===== config.mk =====
export PLATFORM = sky130hd
export DESIGN_NAME = cpu_interrupt_control
export DESIGN_NICKNAME = d
export VERILOG_FILES = /design/src/verilog/irq_pkg.sv /design/src/verilog/ext_pin_edge.sv /design/src/verilog/context_shadow.sv /design/src/verilog/cpu_interrupt_control.sv
export SDC_FILE = /design/constraint.sdc
export NUM_CORES = 1
export LEC_CHECK = 0
export BUFFER_PORTS_ARGS = -buffer_cell sky130_fd_sc_hd__buf_2
export CAP_MARGIN = 20
export CORE_MARGIN = 1
export CORE_UTILIZATION = 35
export CTS_BUF_LIST = sky130_fd_sc_hd__clkbuf_16
export CTS_CLUSTER_DIAMETER = 50
export DETAILED_ROUTE_END_ITERATION = 12
export GPL_ROUTABILITY_DRIVEN = 0
export GPL_TIMING_DRIVEN = 0
export SLEW_MARGIN = 20
export SYNTH_ARGS = -nofsm -noshare
export SYNTH_HDL_FRONTEND = slang
export SYNTH_SLANG_ARGS = --single-unit

===== constraint.sdc =====
create_clock -name clk -period 6.2 [get_ports clk]
set_clock_uncertainty 0.05 [all_clocks]
set_input_delay 0.31 -clock clk [delete_from_list [all_inputs] [get_ports clk]]
set_output_delay 0.31 -clock clk [all_outputs]
set_load 0.01 [all_outputs]

===== src/verilog/irq_pkg.sv =====
// constants and types shared by the interrupt control block
package irq_pkg;
  localparam int ADDR_W = 8;
  localparam int DATA_W = 8;
  localparam int PC_W = 15;
  localparam int CTX_BYTES = 9;
  localparam int CTX_IDX_W = 4;

  localparam logic [ADDR_W-1:0] OFS_INTERRUPT_CONTROL = 8'h00;
  localparam logic [ADDR_W-1:0] OFS_PERIPHERAL_ENABLE_GROUP0 = 8'h01;
  localparam logic [ADDR_W-1:0] OFS_PERIPHERAL_FLAG_GROUP0 = 8'h02;
  localparam logic [ADDR_W-1:0] OFS_IRQ_STATE = 8'h03;
  localparam logic [ADDR_W-1:0] OFS_SHADOW_BASE = 8'h10;

  localparam int CTX_WORK = 0;
  localparam int CTX_STATUS = 1;
  localparam int CTX_BANK = 2;
  localparam int CTX_PTR0_LO = 3;
  localparam int CTX_PTR0_HI = 4;
  localparam int CTX_PTR1_LO = 5;
  localparam int CTX_PTR1_HI = 6;
  localparam int CTX_PC_HIGH = 7;
  localparam int CTX_SPARE = 8;

  localparam int GIE_BIT = 7;
  localparam int PERIPHERAL_GROUP_IRQ_ENABLE_BIT = 6;
  localparam int EDGE_BIT = 0;
  localparam int TMR0_BIT = 5;
  localparam int IOC_BIT = 4;
  localparam int EXT_BIT = 0;
  localparam int TIMEOUT_BIT = 4;
  localparam int POWERDOWN_BIT = 3;

  localparam logic [DATA_W-1:0] INTERRUPT_CONTROL_RESET = 8'h01;
  localparam logic [DATA_W-1:0] STATUS_SAVE_MASK = 8'hE7;
  localparam logic [PC_W-1:0] IRQ_VECTOR = 15'h0004;

  typedef enum logic [2:0] {
    SEQ_RUN,
    SEQ_FLUSH,
    SEQ_PUSH,
    SEQ_VECTOR,
    SEQ_WAKE_STEP
  } seq_state_t;
endpackage : irq_pkg


===== src/verilog/ext_pin_edge.sv =====
// external interrupt pin synchroniser and edge selector
`timescale 1ns/1ps
`default_nettype none
module ext_pin_edge
  import irq_pkg::*;
(
  input wire logic clk,
  input wire logic reset,
  input wire logic ce,
  input wire logic pin,
  input wire logic rising_sel,
  output logic edge_seen
);
  typedef struct packed {
    logic s1;
    logic s2;
    logic prev;
  } edge_state_t;

  edge_state_t st;
  edge_state_t next_st;

  always_comb begin
    next_st = st;
    next_st.s1 = pin;
    next_st.s2 = st.s1;
    next_st.prev = st.s2;
  end

  always_ff @(posedge clk or posedge reset) begin
    if (reset) begin
      st <= '0;
    end else if (ce) begin
      st <= next_st;
    end
  end

  // only s2 and prev are compared; s1 may be metastable
  assign edge_seen = rising_sel ? (st.s2 & ~st.prev) : (~st.s2 & st.prev);
endmodule : ext_pin_edge
`default_nettype wire


===== src/verilog/context_shadow.sv =====
// shadow copies of the saved core context
`timescale 1ns/1ps
`default_nettype none
module context_shadow
  import irq_pkg::*;
(
  input wire logic clk,
  input wire logic reset,
  input wire logic ce,
  input wire logic save,
  input wire logic [CTX_BYTES*DATA_W-1:0] live_ctx,
  input wire logic wr,
  input wire logic [CTX_IDX_W-1:0] wr_idx,
  input wire logic [DATA_W-1:0] wr_data,
  output logic [CTX_BYTES*DATA_W-1:0] shadow_ctx
);
  typedef struct packed {
    logic [CTX_BYTES-1:0][DATA_W-1:0] b;
  } shadow_state_t;

  shadow_state_t st;
  shadow_state_t next_st;

  always_comb begin
    next_st = st;
    if (save) begin
      next_st.b = live_ctx;
      // timeout and powerdown are never captured
      next_st.b[CTX_STATUS] = live_ctx[CTX_STATUS*DATA_W +: DATA_W] & STATUS_SAVE_MASK;
    end else if (wr && (32'(wr_idx) < CTX_BYTES)) begin
      next_st.b[wr_idx] = wr_data;
    end
  end

  always_ff @(posedge clk or posedge reset) begin
    if (reset) begin
      st <= '0;
    end else if (ce) begin
      st <= next_st;
    end
  end

  assign shadow_ctx = st.b;
endmodule : context_shadow
`default_nettype wire


===== src/verilog/cpu_interrupt_control.sv =====
// interrupt gating, entry and return sequencing for the core
//
// Contract
// - any reset leaves interrupts disabled
// - vector needs global and source enables, plus the group enable outside group zero
// - flags set regardless of any enable
// - entry: flush, clear global, push, save, vector
// - in service, events flag but never vector
// - return pops, restores context, sets global enable
// - flags pending while disabled vector later
// - latency three to five instruction cycles
// - pin flag may set in any phase
// - wake only for clockless sources already enabled
// - wake vectors if global enabled, else continue
// - instruction after sleep always runs first
// - pin edge chosen by edge select bit
// - valid pin edge sets flag, may vector
// - context copied to shadows, restored on return
// - shadows readable and writable by software
// - group zero sources skip the group enable
//
// Local design decisions: the placing of the registers and the plain strobed port.
`timescale 1ns/1ps
`default_nettype none
module cpu_interrupt_control
  import irq_pkg::*;
#(
  parameter int PERIPH_N = 8,
  parameter logic [PERIPH_N-1:0] PERIPH_SLEEP_CAPABLE = '0
)
(
  input wire logic clk,
  input wire logic reset,
  input wire logic ce,
  input wire logic [ADDR_W-1:0] reg_addr,
  input wire logic [DATA_W-1:0] reg_wdata,
  input wire logic reg_wr,
  input wire logic reg_rd,
  output logic [DATA_W-1:0] reg_rdata,
  input wire logic ext_pin,
  input wire logic tmr0_event,
  input wire logic ioc_flag,
  input wire logic [PERIPH_N-1:0] periph_pending,
  input wire logic instr_tick,
  input wire logic sleep_active,
  input wire logic return_from_interrupt,
  input wire logic [CTX_BYTES*DATA_W-1:0] live_ctx,
  output logic prefetch_flush,
  output logic stack_push,
  output logic stack_pop,
  output logic pc_load,
  output logic [PC_W-1:0] pc_load_value,
  output logic ctx_restore,
  output logic [CTX_BYTES*DATA_W-1:0] restore_ctx,
  output logic wake
);
  typedef struct packed {
    seq_state_t seq;
    logic global_irq_enable;
    logic peripheral_group_irq_enable;
    logic ext_pin_edge_select;
    logic tmr0_enable;
    logic ioc_enable;
    logic ext_pin_enable;
    logic tmr0_flag;
    logic ext_pin_irq_flag;
    logic [DATA_W-1:0] rdata;
    logic flush;
    logic push;
    logic save;
    logic pop;
    logic restore;
    logic load;
    logic [PC_W-1:0] load_value;
    logic wake;
    logic [CTX_BYTES*DATA_W-1:0] restore_data;
  } ctrl_state_t;

  ctrl_state_t st;
  ctrl_state_t next_st;

  logic ext_edge;
  logic [CTX_BYTES*DATA_W-1:0] shadow_ctx;
  logic shadow_wr;
  logic [CTX_IDX_W-1:0] shadow_idx;
  logic [ADDR_W-1:0] shadow_off;
  logic group0_pending;
  logic group_pending;
  logic vector_request;
  logic wake_source;
  logic [DATA_W-1:0] status_live;
  logic [DATA_W-1:0] status_saved;

  ext_pin_edge u_ext_pin_edge (
    .clk(clk),
    .reset(reset),
    .ce(ce),
    .pin(ext_pin),
    .rising_sel(st.ext_pin_edge_select),
    .edge_seen(ext_edge)
  );

  context_shadow u_context_shadow (
    .clk(clk),
    .reset(reset),
    .ce(ce),
    .save(st.save),
    .live_ctx(live_ctx),
    .wr(shadow_wr),
    .wr_idx(shadow_idx),
    .wr_data(reg_wdata),
    .shadow_ctx(shadow_ctx)
  );

  // shadow window sits above the control registers
  assign shadow_off = reg_addr - OFS_SHADOW_BASE;
  assign shadow_idx = shadow_off[CTX_IDX_W-1:0];
  assign shadow_wr = reg_wr && (reg_addr >= OFS_SHADOW_BASE)
    && (32'(shadow_off) < CTX_BYTES);

  // group zero sources need no group enable
  assign group0_pending = (st.tmr0_enable & st.tmr0_flag)
    | (st.ioc_enable & ioc_flag)
    | (st.ext_pin_enable & st.ext_pin_irq_flag);
  assign group_pending = st.peripheral_group_irq_enable & (|periph_pending);
  // level based, so a flag left set while disabled vectors once enabled
  assign vector_request = st.global_irq_enable & (group0_pending | group_pending);

  // timer zero stops without its clock, so it never wakes the core
  assign wake_source = (st.ioc_enable & ioc_flag)
    | (st.ext_pin_enable & st.ext_pin_irq_flag)
    | (st.peripheral_group_irq_enable
       & (|(periph_pending & PERIPH_SLEEP_CAPABLE)));

  assign status_live = live_ctx[CTX_STATUS*DATA_W +: DATA_W];
  assign status_saved = shadow_ctx[CTX_STATUS*DATA_W +: DATA_W];

  always_comb begin
    next_st = st;
    next_st.flush = 1'b0;
    next_st.push = 1'b0;
    next_st.save = 1'b0;
    next_st.pop = 1'b0;
    next_st.restore = 1'b0;
    next_st.load = 1'b0;
    next_st.wake = 1'b0;
    next_st.rdata = '0;

    // software writes first; hardware actions below take priority
    if (reg_wr) begin
      if (reg_addr == OFS_INTERRUPT_CONTROL) begin
        next_st.global_irq_enable = reg_wdata[GIE_BIT];
        next_st.peripheral_group_irq_enable = reg_wdata[PERIPHERAL_GROUP_IRQ_ENABLE_BIT];
        next_st.ext_pin_edge_select = reg_wdata[EDGE_BIT];
      end else if (reg_addr == OFS_PERIPHERAL_ENABLE_GROUP0) begin
        next_st.tmr0_enable = reg_wdata[TMR0_BIT];
        next_st.ioc_enable = reg_wdata[IOC_BIT];
        next_st.ext_pin_enable = reg_wdata[EXT_BIT];
      end else if (reg_addr == OFS_PERIPHERAL_FLAG_GROUP0) begin
        next_st.tmr0_flag = reg_wdata[TMR0_BIT];
        next_st.ext_pin_irq_flag = reg_wdata[EXT_BIT];
      end
    end

    // set beats a clear in the same cycle
    if (tmr0_event) begin
      next_st.tmr0_flag = 1'b1;
    end
    // caught on any clock edge, not tied to a phase
    if (ext_edge) begin
      next_st.ext_pin_irq_flag = 1'b1;
    end

    case (st.seq)
      SEQ_RUN: begin
        if (sleep_active) begin
          if (wake_source) begin
            next_st.wake = 1'b1;
            next_st.seq = SEQ_WAKE_STEP;
          end
        end else if (instr_tick && return_from_interrupt) begin
          next_st.pop = 1'b1;
          next_st.restore = 1'b1;
          next_st.restore_data = shadow_ctx;
          // live timeout and powerdown survive the restore
          next_st.restore_data[CTX_STATUS*DATA_W +: DATA_W] =
            (status_saved & STATUS_SAVE_MASK) | (status_live & ~STATUS_SAVE_MASK);
          next_st.global_irq_enable = 1'b1;
        end else if (instr_tick && vector_request) begin
          next_st.seq = SEQ_FLUSH;
        end
      end
      SEQ_FLUSH: begin
        if (instr_tick) begin
          next_st.flush = 1'b1;
          // cleared here, so further events only flag
          next_st.global_irq_enable = 1'b0;
          next_st.seq = SEQ_PUSH;
        end
      end
      SEQ_PUSH: begin
        if (instr_tick) begin
          next_st.push = 1'b1;
          next_st.save = 1'b1;
          next_st.seq = SEQ_VECTOR;
        end
      end
      SEQ_VECTOR: begin
        if (instr_tick) begin
          next_st.load = 1'b1;
          next_st.load_value = IRQ_VECTOR;
          next_st.seq = SEQ_RUN;
        end
      end
      SEQ_WAKE_STEP: begin
        // one full instruction after sleep before any vectoring
        if (instr_tick && !sleep_active) begin
          next_st.seq = SEQ_RUN;
        end
      end
      default: begin
        next_st.seq = SEQ_RUN;
      end
    endcase

    if (reg_rd) begin
      if (reg_addr == OFS_INTERRUPT_CONTROL) begin
        next_st.rdata[GIE_BIT] = st.global_irq_enable;
        next_st.rdata[PERIPHERAL_GROUP_IRQ_ENABLE_BIT] = st.peripheral_group_irq_enable;
        next_st.rdata[EDGE_BIT] = st.ext_pin_edge_select;
      end else if (reg_addr == OFS_PERIPHERAL_ENABLE_GROUP0) begin
        next_st.rdata[TMR0_BIT] = st.tmr0_enable;
        next_st.rdata[IOC_BIT] = st.ioc_enable;
        next_st.rdata[EXT_BIT] = st.ext_pin_enable;
      end else if (reg_addr == OFS_PERIPHERAL_FLAG_GROUP0) begin
        next_st.rdata[TMR0_BIT] = st.tmr0_flag;
        next_st.rdata[IOC_BIT] = ioc_flag;
        next_st.rdata[EXT_BIT] = st.ext_pin_irq_flag;
      end else if (reg_addr == OFS_IRQ_STATE) begin
        next_st.rdata[0] = vector_request;
        next_st.rdata[1] = (st.seq != SEQ_RUN);
        next_st.rdata[2] = wake_source;
        next_st.rdata[3] = group_pending;
      end else if (shadow_wr || ((reg_addr >= OFS_SHADOW_BASE)
          && (32'(shadow_off) < CTX_BYTES))) begin
        next_st.rdata = shadow_ctx[shadow_idx*DATA_W +: DATA_W];
      end
    end
  end

  always_ff @(posedge clk or posedge reset) begin
    if (reset) begin
      st <= '0;
      st.seq <= SEQ_RUN;
      st.ext_pin_edge_select <= INTERRUPT_CONTROL_RESET[EDGE_BIT];
    end else if (ce) begin
      st <= next_st;
    end
  end

  assign reg_rdata = st.rdata;
  assign prefetch_flush = st.flush;
  assign stack_push = st.push;
  assign stack_pop = st.pop;
  assign pc_load = st.load;
  assign pc_load_value = st.load_value;
  assign ctx_restore = st.restore;
  assign restore_ctx = st.restore_data;
  assign wake = st.wake;
endmodule : cpu_interrupt_control
`default_nettype wire


Word-level counts from Yosys, hierarchy flattened
Cells that the tools add are included.

Input port bits: 107. Register bits after elaboration: 174.

Equality and inequality tests: 18. Multiplexer cells: 55. Add/sub/neg operators: 1. Magnitude comparators: 5. Reduce and logical (&&, ||, !) cells: 27. Bitwise operators: 16. Shifts and indexed selects: 1.

Operator list (count): two-way mux 72 bit (4); two-way mux 73 bit (1); bitwise mux 72 bit (1); variable part select 72 x 8 -> 8 bit (1); two-way mux 3 bit (11); demux 8 bit (select 4 bit) (1); two-way mux 16 bit (2); two-way mux 8 bit (4); two-way mux 2 bit (12); == test 8 x 2 -> 1 bit, second input constant (2); inequality test 2 bit, second input constant (8); one-hot mux 3 bit (5 select lines) (1); two-way mux 1 bit (12); two-way mux 4 bit (3); two-way mux 5 bit (2); AND reduction 5 bit (2); nonzero test 2 bit (5); inequality test 3 bit, second input constant (3); == test 8 x 1 -> 1 bit, second input constant (1); >= comparator 8 x 5 -> 1 bit, second input constant (1); logical AND 1 bit (8); zero test 8 bit (1); < comparator 8 x 4 -> 1 bit, second input constant (1); bitwise OR 8 x 5 -> 8 bit (1); 20 further kinds (35).

Longest topological paths before layout
Gate-level depths: netlist (run 1).

Depth in word-level cells: 10. Depth in mapped cells: 8.

Cells and area by module
A second synthesis (run 1) with hierarchy kept.

Cells, all modules: 773. Area total of the unflattened synthesis: 9016.1 um^2.

Modules (own cells, without submodules): cpu_interrupt_control (instances 1, sequential area each 2428.6 um^2, area each 5362.6 um^2, cells each 453); context_shadow (instances 1, sequential area each 1801.7 um^2, area each 3522.1 um^2, cells each 310); ext_pin_edge (instances 1, sequential area each 75.1 um^2, area each 131.4 um^2, cells each 10).

Worst setup path before layout (run 1)
OpenSTA, ideal clock, no wires.

Path type: in2reg. Start point: input reg_addr[0]. End point: register st (netlist bit reg_rdata[4]). Setup time: 0.121 ns. Path buffers: 2. Data arrival time: 1.698 ns. Stages: 6. Slack: 4.331 ns. Cell sequence: buf_2 buf_4 mux4_2 a221oi_1 o22ai_1 a22o_1.

Longest elaborated chain between the ends: 10.

RTL lines: start: declaration (RTL line cpu_interrupt_control.sv:35) `input wire logic [ADDR_W-1:0] reg_addr,`; branches (longest 8 deep; another with subtractor 8 x 5 -> 8 bit); two-way mux 5 bit * (RTL line cpu_interrupt_control.sv:227) `if (reg_addr == OFS_INTERRUPT_CONTROL) begin`; two-way mux 8 bit * (RTL line cpu_interrupt_control.sv:226) `if (reg_rd) begin`; end signal: assignment (RTL line cpu_interrupt_control.sv:257) `st <= next_st;`; end: declaration (RTL line cpu_interrupt_control.sv:79) `ctrl_state_t st;`.

Mark *: on every way between the ends. A chain may end at the register's enable or synchronous reset.

==> results of run 1 <==
worst min path at each step:
stage | to | slack, ns | cells past startpoint
after floorplan | pc_load_value[2]$_DFFE_PP0P_ | 0.39 | 1
after detailed placement | restore_ctx[18]$_DFFE_PP0P_ | 0.29 | 2
after global placement | pc_load_value[2]$_DFFE_PP0P_ | 0.40 | 1
after global routing | restore_ctx[12]$_DFFE_PP0P_ | 0.04 | 2
after CTS | restore_ctx[12]$_DFFE_PP0P_ | 0.05 | 2
final | restore_ctx[12]$_DFFE_PP0P_ | 0.06 | 2
cell families after synthesis:
family | share of synthesized area, %
compound gates | 15.53
mux | 15.39
flops | 48.32
simple gates | 9.212
other cells | 0.04209
buf+inv | 11.50
metal layers:
metal  GRT usage (%)  routed length (um)
met5               0                   0
met1           31.81               12990
met2           32.90               12390
met3           4.289                2218
met4           8.576                 752
cell usage in the layout (no fill, tap or decap), types with 4 or more instances in the layout:
cell type	n
buf_2	216
dfrtp_1	171
buf_4	98
mux2_2	82
a21oi_1	82
nor2_1	75
a22oi_1	64
nand2_1	22
clkbuf_16	17
clkbuf_1	16
o21ai_0	15
mux4_2	15
nor2b_1	14
conb_1	14
inv_1	12
nand3_1	11
mux2i_1	11
buf_1	10
and2_1	10
nor3_1	8
a211oi_1	8
nor4_1	6
o21ai_2	5
and3_1	5
diode_2	4
clkinv_1	4
a221o_1	4
o22ai_1	4
flip-flops by register name (all words and copies together), names as in the netlist, 2 cells and up:
signal and flops:
u_context_shadow.shadow_ctx 72, u_ext_pin_edge.next_st 2, st 11, reg_rdata 8, restore_ctx 72
cells in the mapped netlist (3+ instances only):
cell type / n
nor2_1: 75
clkbuf_1: 16
a221o_1: 4
a211oi_1: 8
a21oi_1: 82
a22oi_1: 64
mux2_2: 82
a221oi_1: 3
nand4_1: 3
nor4b_2: 3
o22ai_1: 4
nand3_1: 11
o21ai_0: 15
buf_2: 24
a22o_1: 3
buf_1: 10
mux4_2: 15
buf_4: 98
nor4_1: 6
and3_1: 5
dfrtp_1: 171
mux2i_1: 11
inv_1: 12
and2_1: 10
o21ai_2: 5
nand2_1: 22
nor3_1: 8
nor2b_1: 14
power groups by stage:
stage,clock (mW),sequential (mW),combinational (mW)
CTS,1.01,2.04,1.78
global route,1.06,2.10,1.94
global placement,0,2.05,1.73
detailed placement,0,2.05,1.77
floorplan,0,1.85,1.28
finish,0.996,2.04,1.77
timing repair:
item,in CTS,in global routing
hold buffers,1,0
endpoints found under the setup margin,0,0
hold endpoints to repair,44,0
metrics by stage:
step | worst slack, ns | hold slack [ns] | cells | setup TNS [ns] | area (sq um)
6_report | 3.571 | 0.06137 | 1391 | 0 | 10940
2_1_floorplan | 1.182 | 0.3859 | 832 | 0 | 8959
5_1_grt | 3.460 | 0.04332 | 1389 | 0 | 10940
4_1_cts | 3.632 | 0.04775 | 1387 | 0 | 10930
3_5_place_dp | 3.672 | 0.2888 | 1356 | 0 | 10400
3_3_place_gp | -1.008 | 0.4018 | 1354 | -169.81 | 10330
cell type report:
cell class	instances	area, sq um
inverters	13	56.30
diodes	4	10.01
repair buffers	195	1026
multi-input cells	497	3628
flip-flops and latches	172	4305
clock buffers	17	425.4
clock inverters	13	103.9
plain buffers	150	975.9
fillers	2513	14160
well taps	330	412.9
==> results.sh, run 1 <==
export IMPL_comb_power_share_pct=36.8
export IMPL_cts_setup_buffers=0
export IMPL_worst_path_stages=5
export IMPL_p_seq_share_pct=42.5
export IMPL_critPathKind="register to register"
export IMPL_min_period_ns=2.629
export IMPL_core_sq_um=25110
export IMPL_cp_top_family="buffers and inverters"
export IMPL_synth_area_top_cells="dfrtp_1 48%, mux2_2 10%, buf_4 8.3%"
export IMPL_drc=0
export IMPL_synth_largest_area_cell="dfrtp_1"
export IMPL_p_sw_mw=1.696
export IMPL_nets=1153
export IMPL_cts_tree="done"
export IMPL_ir_drop_mv=0.2024
export IMPL_cts_sinks=172
export IMPL_rrSetupSlack_ns=3.57
export IMPL_crit_chain="clkbuf_1, buf_1, clkbuf_1, o21ai_0, a21oi_1"
export IMPL_worstHoldPathType="primary input to register"
export IMPL_start_kind="register"
export IMPL_overflow=0
export IMPL_synthCells=819
export IMPL_async_flop_share_pct=100.0
export IMPL_cap_violations=0
export IMPL_syn_cell_area_sq_um=8910
export IMPL_start_util_pct=35.48
export IMPL_wl_per_cell_um=20.38
export IMPL_slew_headroom_pct=36.58
export IMPL_clock_latency_ns=0.43
export IMPL_avgSynthCellArea_sq_um=10.88
export IMPL_wirelength_um=28350
export IMPL_setup_violations_final=0
export IMPL_die_area_sq_um=26100
export IMPL_cts_buffers_inserted=17
export IMPL_cellPowerDensity_nw_per_um2=439.8
export IMPL_cts_max_level=4
export IMPL_total_power_mw=4.814
export IMPL_leakagePower_nw=5.193
export IMPL_grt_max_degree=66
export IMPL_synthFlopType="dfrtp_1"
export IMPL_grt_pass1_vias=7049
export IMPL_clock_power_share_pct=20.7
export IMPL_ant_nets=0
export IMPL_drt_iter0_drc=588
export IMPL_dpl_hpwl_um=21210
export IMPL_cp_endpoint="u_context_shadow.shadow_ctx[7]$_DFFE_PP0P_"
export IMPL_hp_start="live_ctx[12]"
export IMPL_tightestPinTransition_ns=0.9380
export IMPL_dr_pass1_iters=5
export IMPL_grt_pass1_wl_um=42680
export IMPL_syn2layout_area_growth_pct=22.83
export IMPL_critical_path_arrival_ns=2.93
export IMPL_synth_edff_count=0
export IMPL_rsz0062_at_grt="false"
export IMPL_maxSlewViolCount=0
export IMPL_fmax_ghz=0.3804
export IMPL_drive_gt1_share_pct=43.42
export IMPL_ys_types=54
export IMPL_r2r_worst_path_cells=5
export IMPL_synth_top_area_share_pct=48.03
export IMPL_status="finished, final reports clean"
export IMPL_placement_rows=58
export IMPL_timing_rr_end="u_context_shadow.shadow_ctx[7]$_DFFE_PP0P_"
export IMPL_cts_resized_gates=0
export IMPL_path_max_fanout=10
export IMPL_internal_power_mw=3.117
export IMPL_clockRootBuffer="clkbuf_16"
export IMPL_end_kind="register"
export IMPL_synth_seq_cells=172
export IMPL_finalHoldViolations=0
export IMPL_portBuffers=192
export IMPL_required_ns=6.50
export IMPL_crit_path_top_delay_cell="buf_1"
export IMPL_track_usage_pct=22.17
export IMPL_reg2reg_from="stack_push$_DFFE_PP0P_"
export IMPL_crit_buf_inv=3
export IMPL_crit_path_start="stack_push$_DFFE_PP0P_"
export IMPL_fin_crit_sh_pct=42.40
export IMPL_antenna_found_initial=3
export IMPL_seq_area_frac_synth_pct=48.32
export IMPL_io_pins=208
export IMPL_die_y_um=161.6
export IMPL_die_x_um=161.6
export IMPL_vias=7245
export IMPL_cts_buffer_depth=2
export IMPL_viasPerCell=5.208
export IMPL_crit_top_cell="clkbuf_1"
export IMPL_path_clk_slew_ns=0.07
export IMPL_ys_warn_count=0
export IMPL_max_stage_delay_ns=0.62
export IMPL_finish_utilization_pct=43.59
export IMPL_p_sw_share_pct=35.24
(Power assumes the default switching activity.)
==> run 2: changes to the inputs <==
--- a/config.mk
+++ b/config.mk
@@ -5,6 +5,7 @@
 export SDC_FILE = /design/constraint.sdc
 export NUM_CORES = 1
 export LEC_CHECK = 0
+export ABC_AREA = 1
 export BUFFER_PORTS_ARGS = -buffer_cell sky130_fd_sc_hd__buf_2
 export CAP_MARGIN = 20
 export CORE_MARGIN = 1
==> constraint.sdc (replaced) <==
create_clock -name clk -period 2.3 [get_ports clk]
set_clock_uncertainty 0.05 [all_clocks]
set_input_delay 0.115 -clock clk [delete_from_list [all_inputs] [get_ports clk]]
set_output_delay 0.115 -clock clk [all_outputs]
set_load 0.01 [all_outputs]
==> results.sh, run 2 <==
export IMPL_synthMuxAreaShare_pct=0.3792
export IMPL_vias=8428
export IMPL_maxSlewViolCount=0
export IMPL_wl_per_cell_um=16.61
export IMPL_fin_crit_sh_pct=89.36
export IMPL_leakagePower_nw=6.052
export IMPL_crit_buf_inv=2
export IMPL_viasPerCell=4.772
export IMPL_synthCells=1151
export IMPL_synthFlopType="dfrtp_1"
export IMPL_finalHoldViolations=0
export IMPL_cellPowerDensity_nw_per_um2=1047
export IMPL_grt_pass1_vias=8017
export IMPL_dpl_hpwl_um=21960
export IMPL_end_kind="register"
export IMPL_async_flop_share_pct=100.0
export IMPL_crit_path_start="stack_push$_DFFE_PP0P_"
export IMPL_synthTopCellsByCount="339 x nand2_1, 200 x o21ai_0, 171 x dfrtp_1"
export IMPL_crit_path_top_delay_cell="dfrtp_1"
export IMPL_ant_nets=0
export IMPL_ys_types=28
export IMPL_avgSynthCellArea_sq_um=7.740
export IMPL_tightestPinTransition_ns=0.7771
export IMPL_min_period_ns=2.055
export IMPL_synth_largest_area_cell="dfrtp_1"
export IMPL_dr_pass1_iters=6
export IMPL_fin_hold_ws_ns=0.004412
export IMPL_synth_area_top_cells="dfrtp_1 48%, nand2_1 14%, o21ai_0 11%"
export IMPL_cts_max_level=4
export IMPL_synth_top_area_share_pct=48.03
export IMPL_cts_buffer_depth=2
export IMPL_clockRootBuffer="clkbuf_16"
export IMPL_clock_latency_ns=0.44
export IMPL_synth_top_family_by_area="simple AND/OR/NAND/NOR gates"
export IMPL_die_area_sq_um=26100
export IMPL_cp_top_family="simple AND/OR/NAND/NOR gates"
export IMPL_nets=1529
export IMPL_portBuffers=191
export IMPL_layout_commonest_cell="nand2_1"
export IMPL_track_usage_pct=22.97
export IMPL_reg2reg_from="stack_push$_DFFE_PP0P_"
export IMPL_die_x_um=161.5
export IMPL_seq_area_frac_synth_pct=48.33
export IMPL_start_kind="register"
export IMPL_critPathKind="register to register"
export IMPL_yosysMostFrequentCell="nand2_1"
export IMPL_synth_xor_area_share_pct=0
export IMPL_drive_gt1_share_pct=26.27
export IMPL_fin_ws_ns=0.2447
export IMPL_io_pins=208
export IMPL_cap_violations=0
export IMPL_required_ns=2.57
export IMPL_synth_compound_area_share_pct=16.17
export IMPL_setup_violations_final=0
export IMPL_drt_iter0_drc=706
export IMPL_crit_chain="buf_2, nand2_1, o21ai_4, nand2_1, buf_2, nor2_1, a21oi_1"
export IMPL_start_util_pct=35.48
export IMPL_pre_cts_ws_ns=-0.1361
export IMPL_synth_edff_count=0
export IMPL_final_cell_mix="330 x nand2_1, 211 x buf_2, 200 x o21ai_0"
export IMPL_path_max_fanout=10
export IMPL_core_sq_um=25110
export IMPL_overflow=0
export IMPL_fin_setup_tns_ns=0
export IMPL_ys_warn_count=0
export IMPL_grt_pass1_wl_um=44670
export IMPL_wirelength_um=29340
export IMPL_syn_cell_area_sq_um=8909
export IMPL_cts_buffers_inserted=17
export IMPL_worstHoldPathType="primary input to register"
export IMPL_grt_max_degree=33
export IMPL_slew_headroom_pct=48.19
export IMPL_rsz0062_at_grt="false"
export IMPL_critical_path_arrival_ns=2.32
export IMPL_ir_drop_mv=0.4419
export IMPL_placement_rows=58
export IMPL_status="finished, final reports clean"
export IMPL_drc=0
export IMPL_die_y_um=161.5
export IMPL_cts_tree="done"
export IMPL_fmax_ghz=0.4866
export IMPL_synth_adder_area_share_pct=0
export IMPL_hp_start="live_ctx[47]"
export IMPL_antenna_found_initial=1
export IMPL_max_stage_delay_ns=0.39
export IMPL_path_clk_slew_ns=0.07
export IMPL_nFillCells=2557
export IMPL_synth_seq_cells=172
export IMPL_cts_sinks=172
export IMPL_syn2layout_area_growth_pct=28.38
export IMPL_total_power_mw=11.97
export IMPL_synth_simple_area_share_pct=20.04
-- run 2: changes by cell type after synthesis, moves of 11 or more --
cell,previous run,this run
mux2i_1,11,0
nand2_1,22,339
mux4_2,15,0
a22oi_1,64,1
nand3_1,11,26
nor2b_1,14,0
a21oi_1,82,68
inv_1,12,100
o21ai_0,15,200
mux2_2,82,3
-- run 2: cell type report --
class | instances | area, sq um | share of cell area [%]
repair buffers | 239 | 1481 | 12.95
clock inverters | 15 | 125.1 | 1.094
flip-flops and latches | 172 | 4305 | 37.64
diodes | 1 | 2.502 | 0.02188
well taps | 330 | 412.9 | 3.610
plain buffers | 141 | 955.9 | 8.358
clock buffers | 17 | 425.4 | 3.720
multi-input cells | 748 | 3334 | 29.15
inverters | 103 | 394.1 | 3.446
-- run 2: final timing paths --
path                                                               end  slack, ns  cells after the start
setup / recovery           u_context_shadow.shadow_ctx[23]$_DFFE_PP0P_       0.24                      7
hold / removal             u_context_shadow.shadow_ctx[47]$_DFFE_PP0P_      0.004                      5
setup reg to reg           u_context_shadow.shadow_ctx[23]$_DFFE_PP0P_       0.24                      7
hold reg to reg                  u_ext_pin_edge.next_st[1]$_DFFE_PP0P_       0.43                      2
max in group asynchronous                  restore_ctx[36]$_DFFE_PP0P_       0.96                      6
min in group asynchronous                  restore_ctx[27]$_DFFE_PP0P_       0.22                      3
-- run 2: repair_timing --
action                     in CTS  in global routing
hold endpoints to repair       65                  0
pin swaps                       0                  0
hold buffers                   41                  0
resized for setup               0                 11
setup endpoints to repair      70                 94
buffers inserted                0                  2
-- run 2: through the flow --
stage	cell area [sq um]	std cells	util, %
floorplan	8961	1164	-
global placement	10330	1685	41.14
detailed placement	10430	1690	41.54
CTS	11390	1763	45.37
global route	11440	1766	45.55
finish	11440	1766	45.55
-- run 2: kinds of logic (layout without fill, tap and decap cells) --
logic type      after synthesis  count (layout)
simple gates                453             453
other cells                   1              15
flops                       172             172
buf+inv                     244             515
compound gates              278             278
mux                           3               3
-- run 2: power by group --
| part | internal (mW) | total (mW) | switching [mW] | leakage [nW] |
|---|---|---|---|---|
| Clock | 1.49 | 2.78 | 1.29 | 0.261 |
| Combinational | 1.98 | 4.37 | 2.39 | 3.78 |
| Sequential | 4.22 | 4.82 | 0.598 | 2.02 |
-- run 2: worst min-delay path: stages --
cell and delay (ns):
buf_2 0.09, nand2_1 0.04, o21ai_0 0.06, nor2_1 0.05, a21oi_1 0.10
-- run 2: routing by layer --
metal | track usage, % | vias to the layer above | part of all wire [%] | wire (um)
met5 | 0 | - | 0 | 0
met4 | 8.834 | 0 | 3.0 | 867
met3 | 5.265 | 55 | 7.2 | 2109
met2 | 35.91 | 363 | 45 | 13340
met1 | 30.84 | 3904 | 44 | 13020
li1 | - | 4106 | - | -
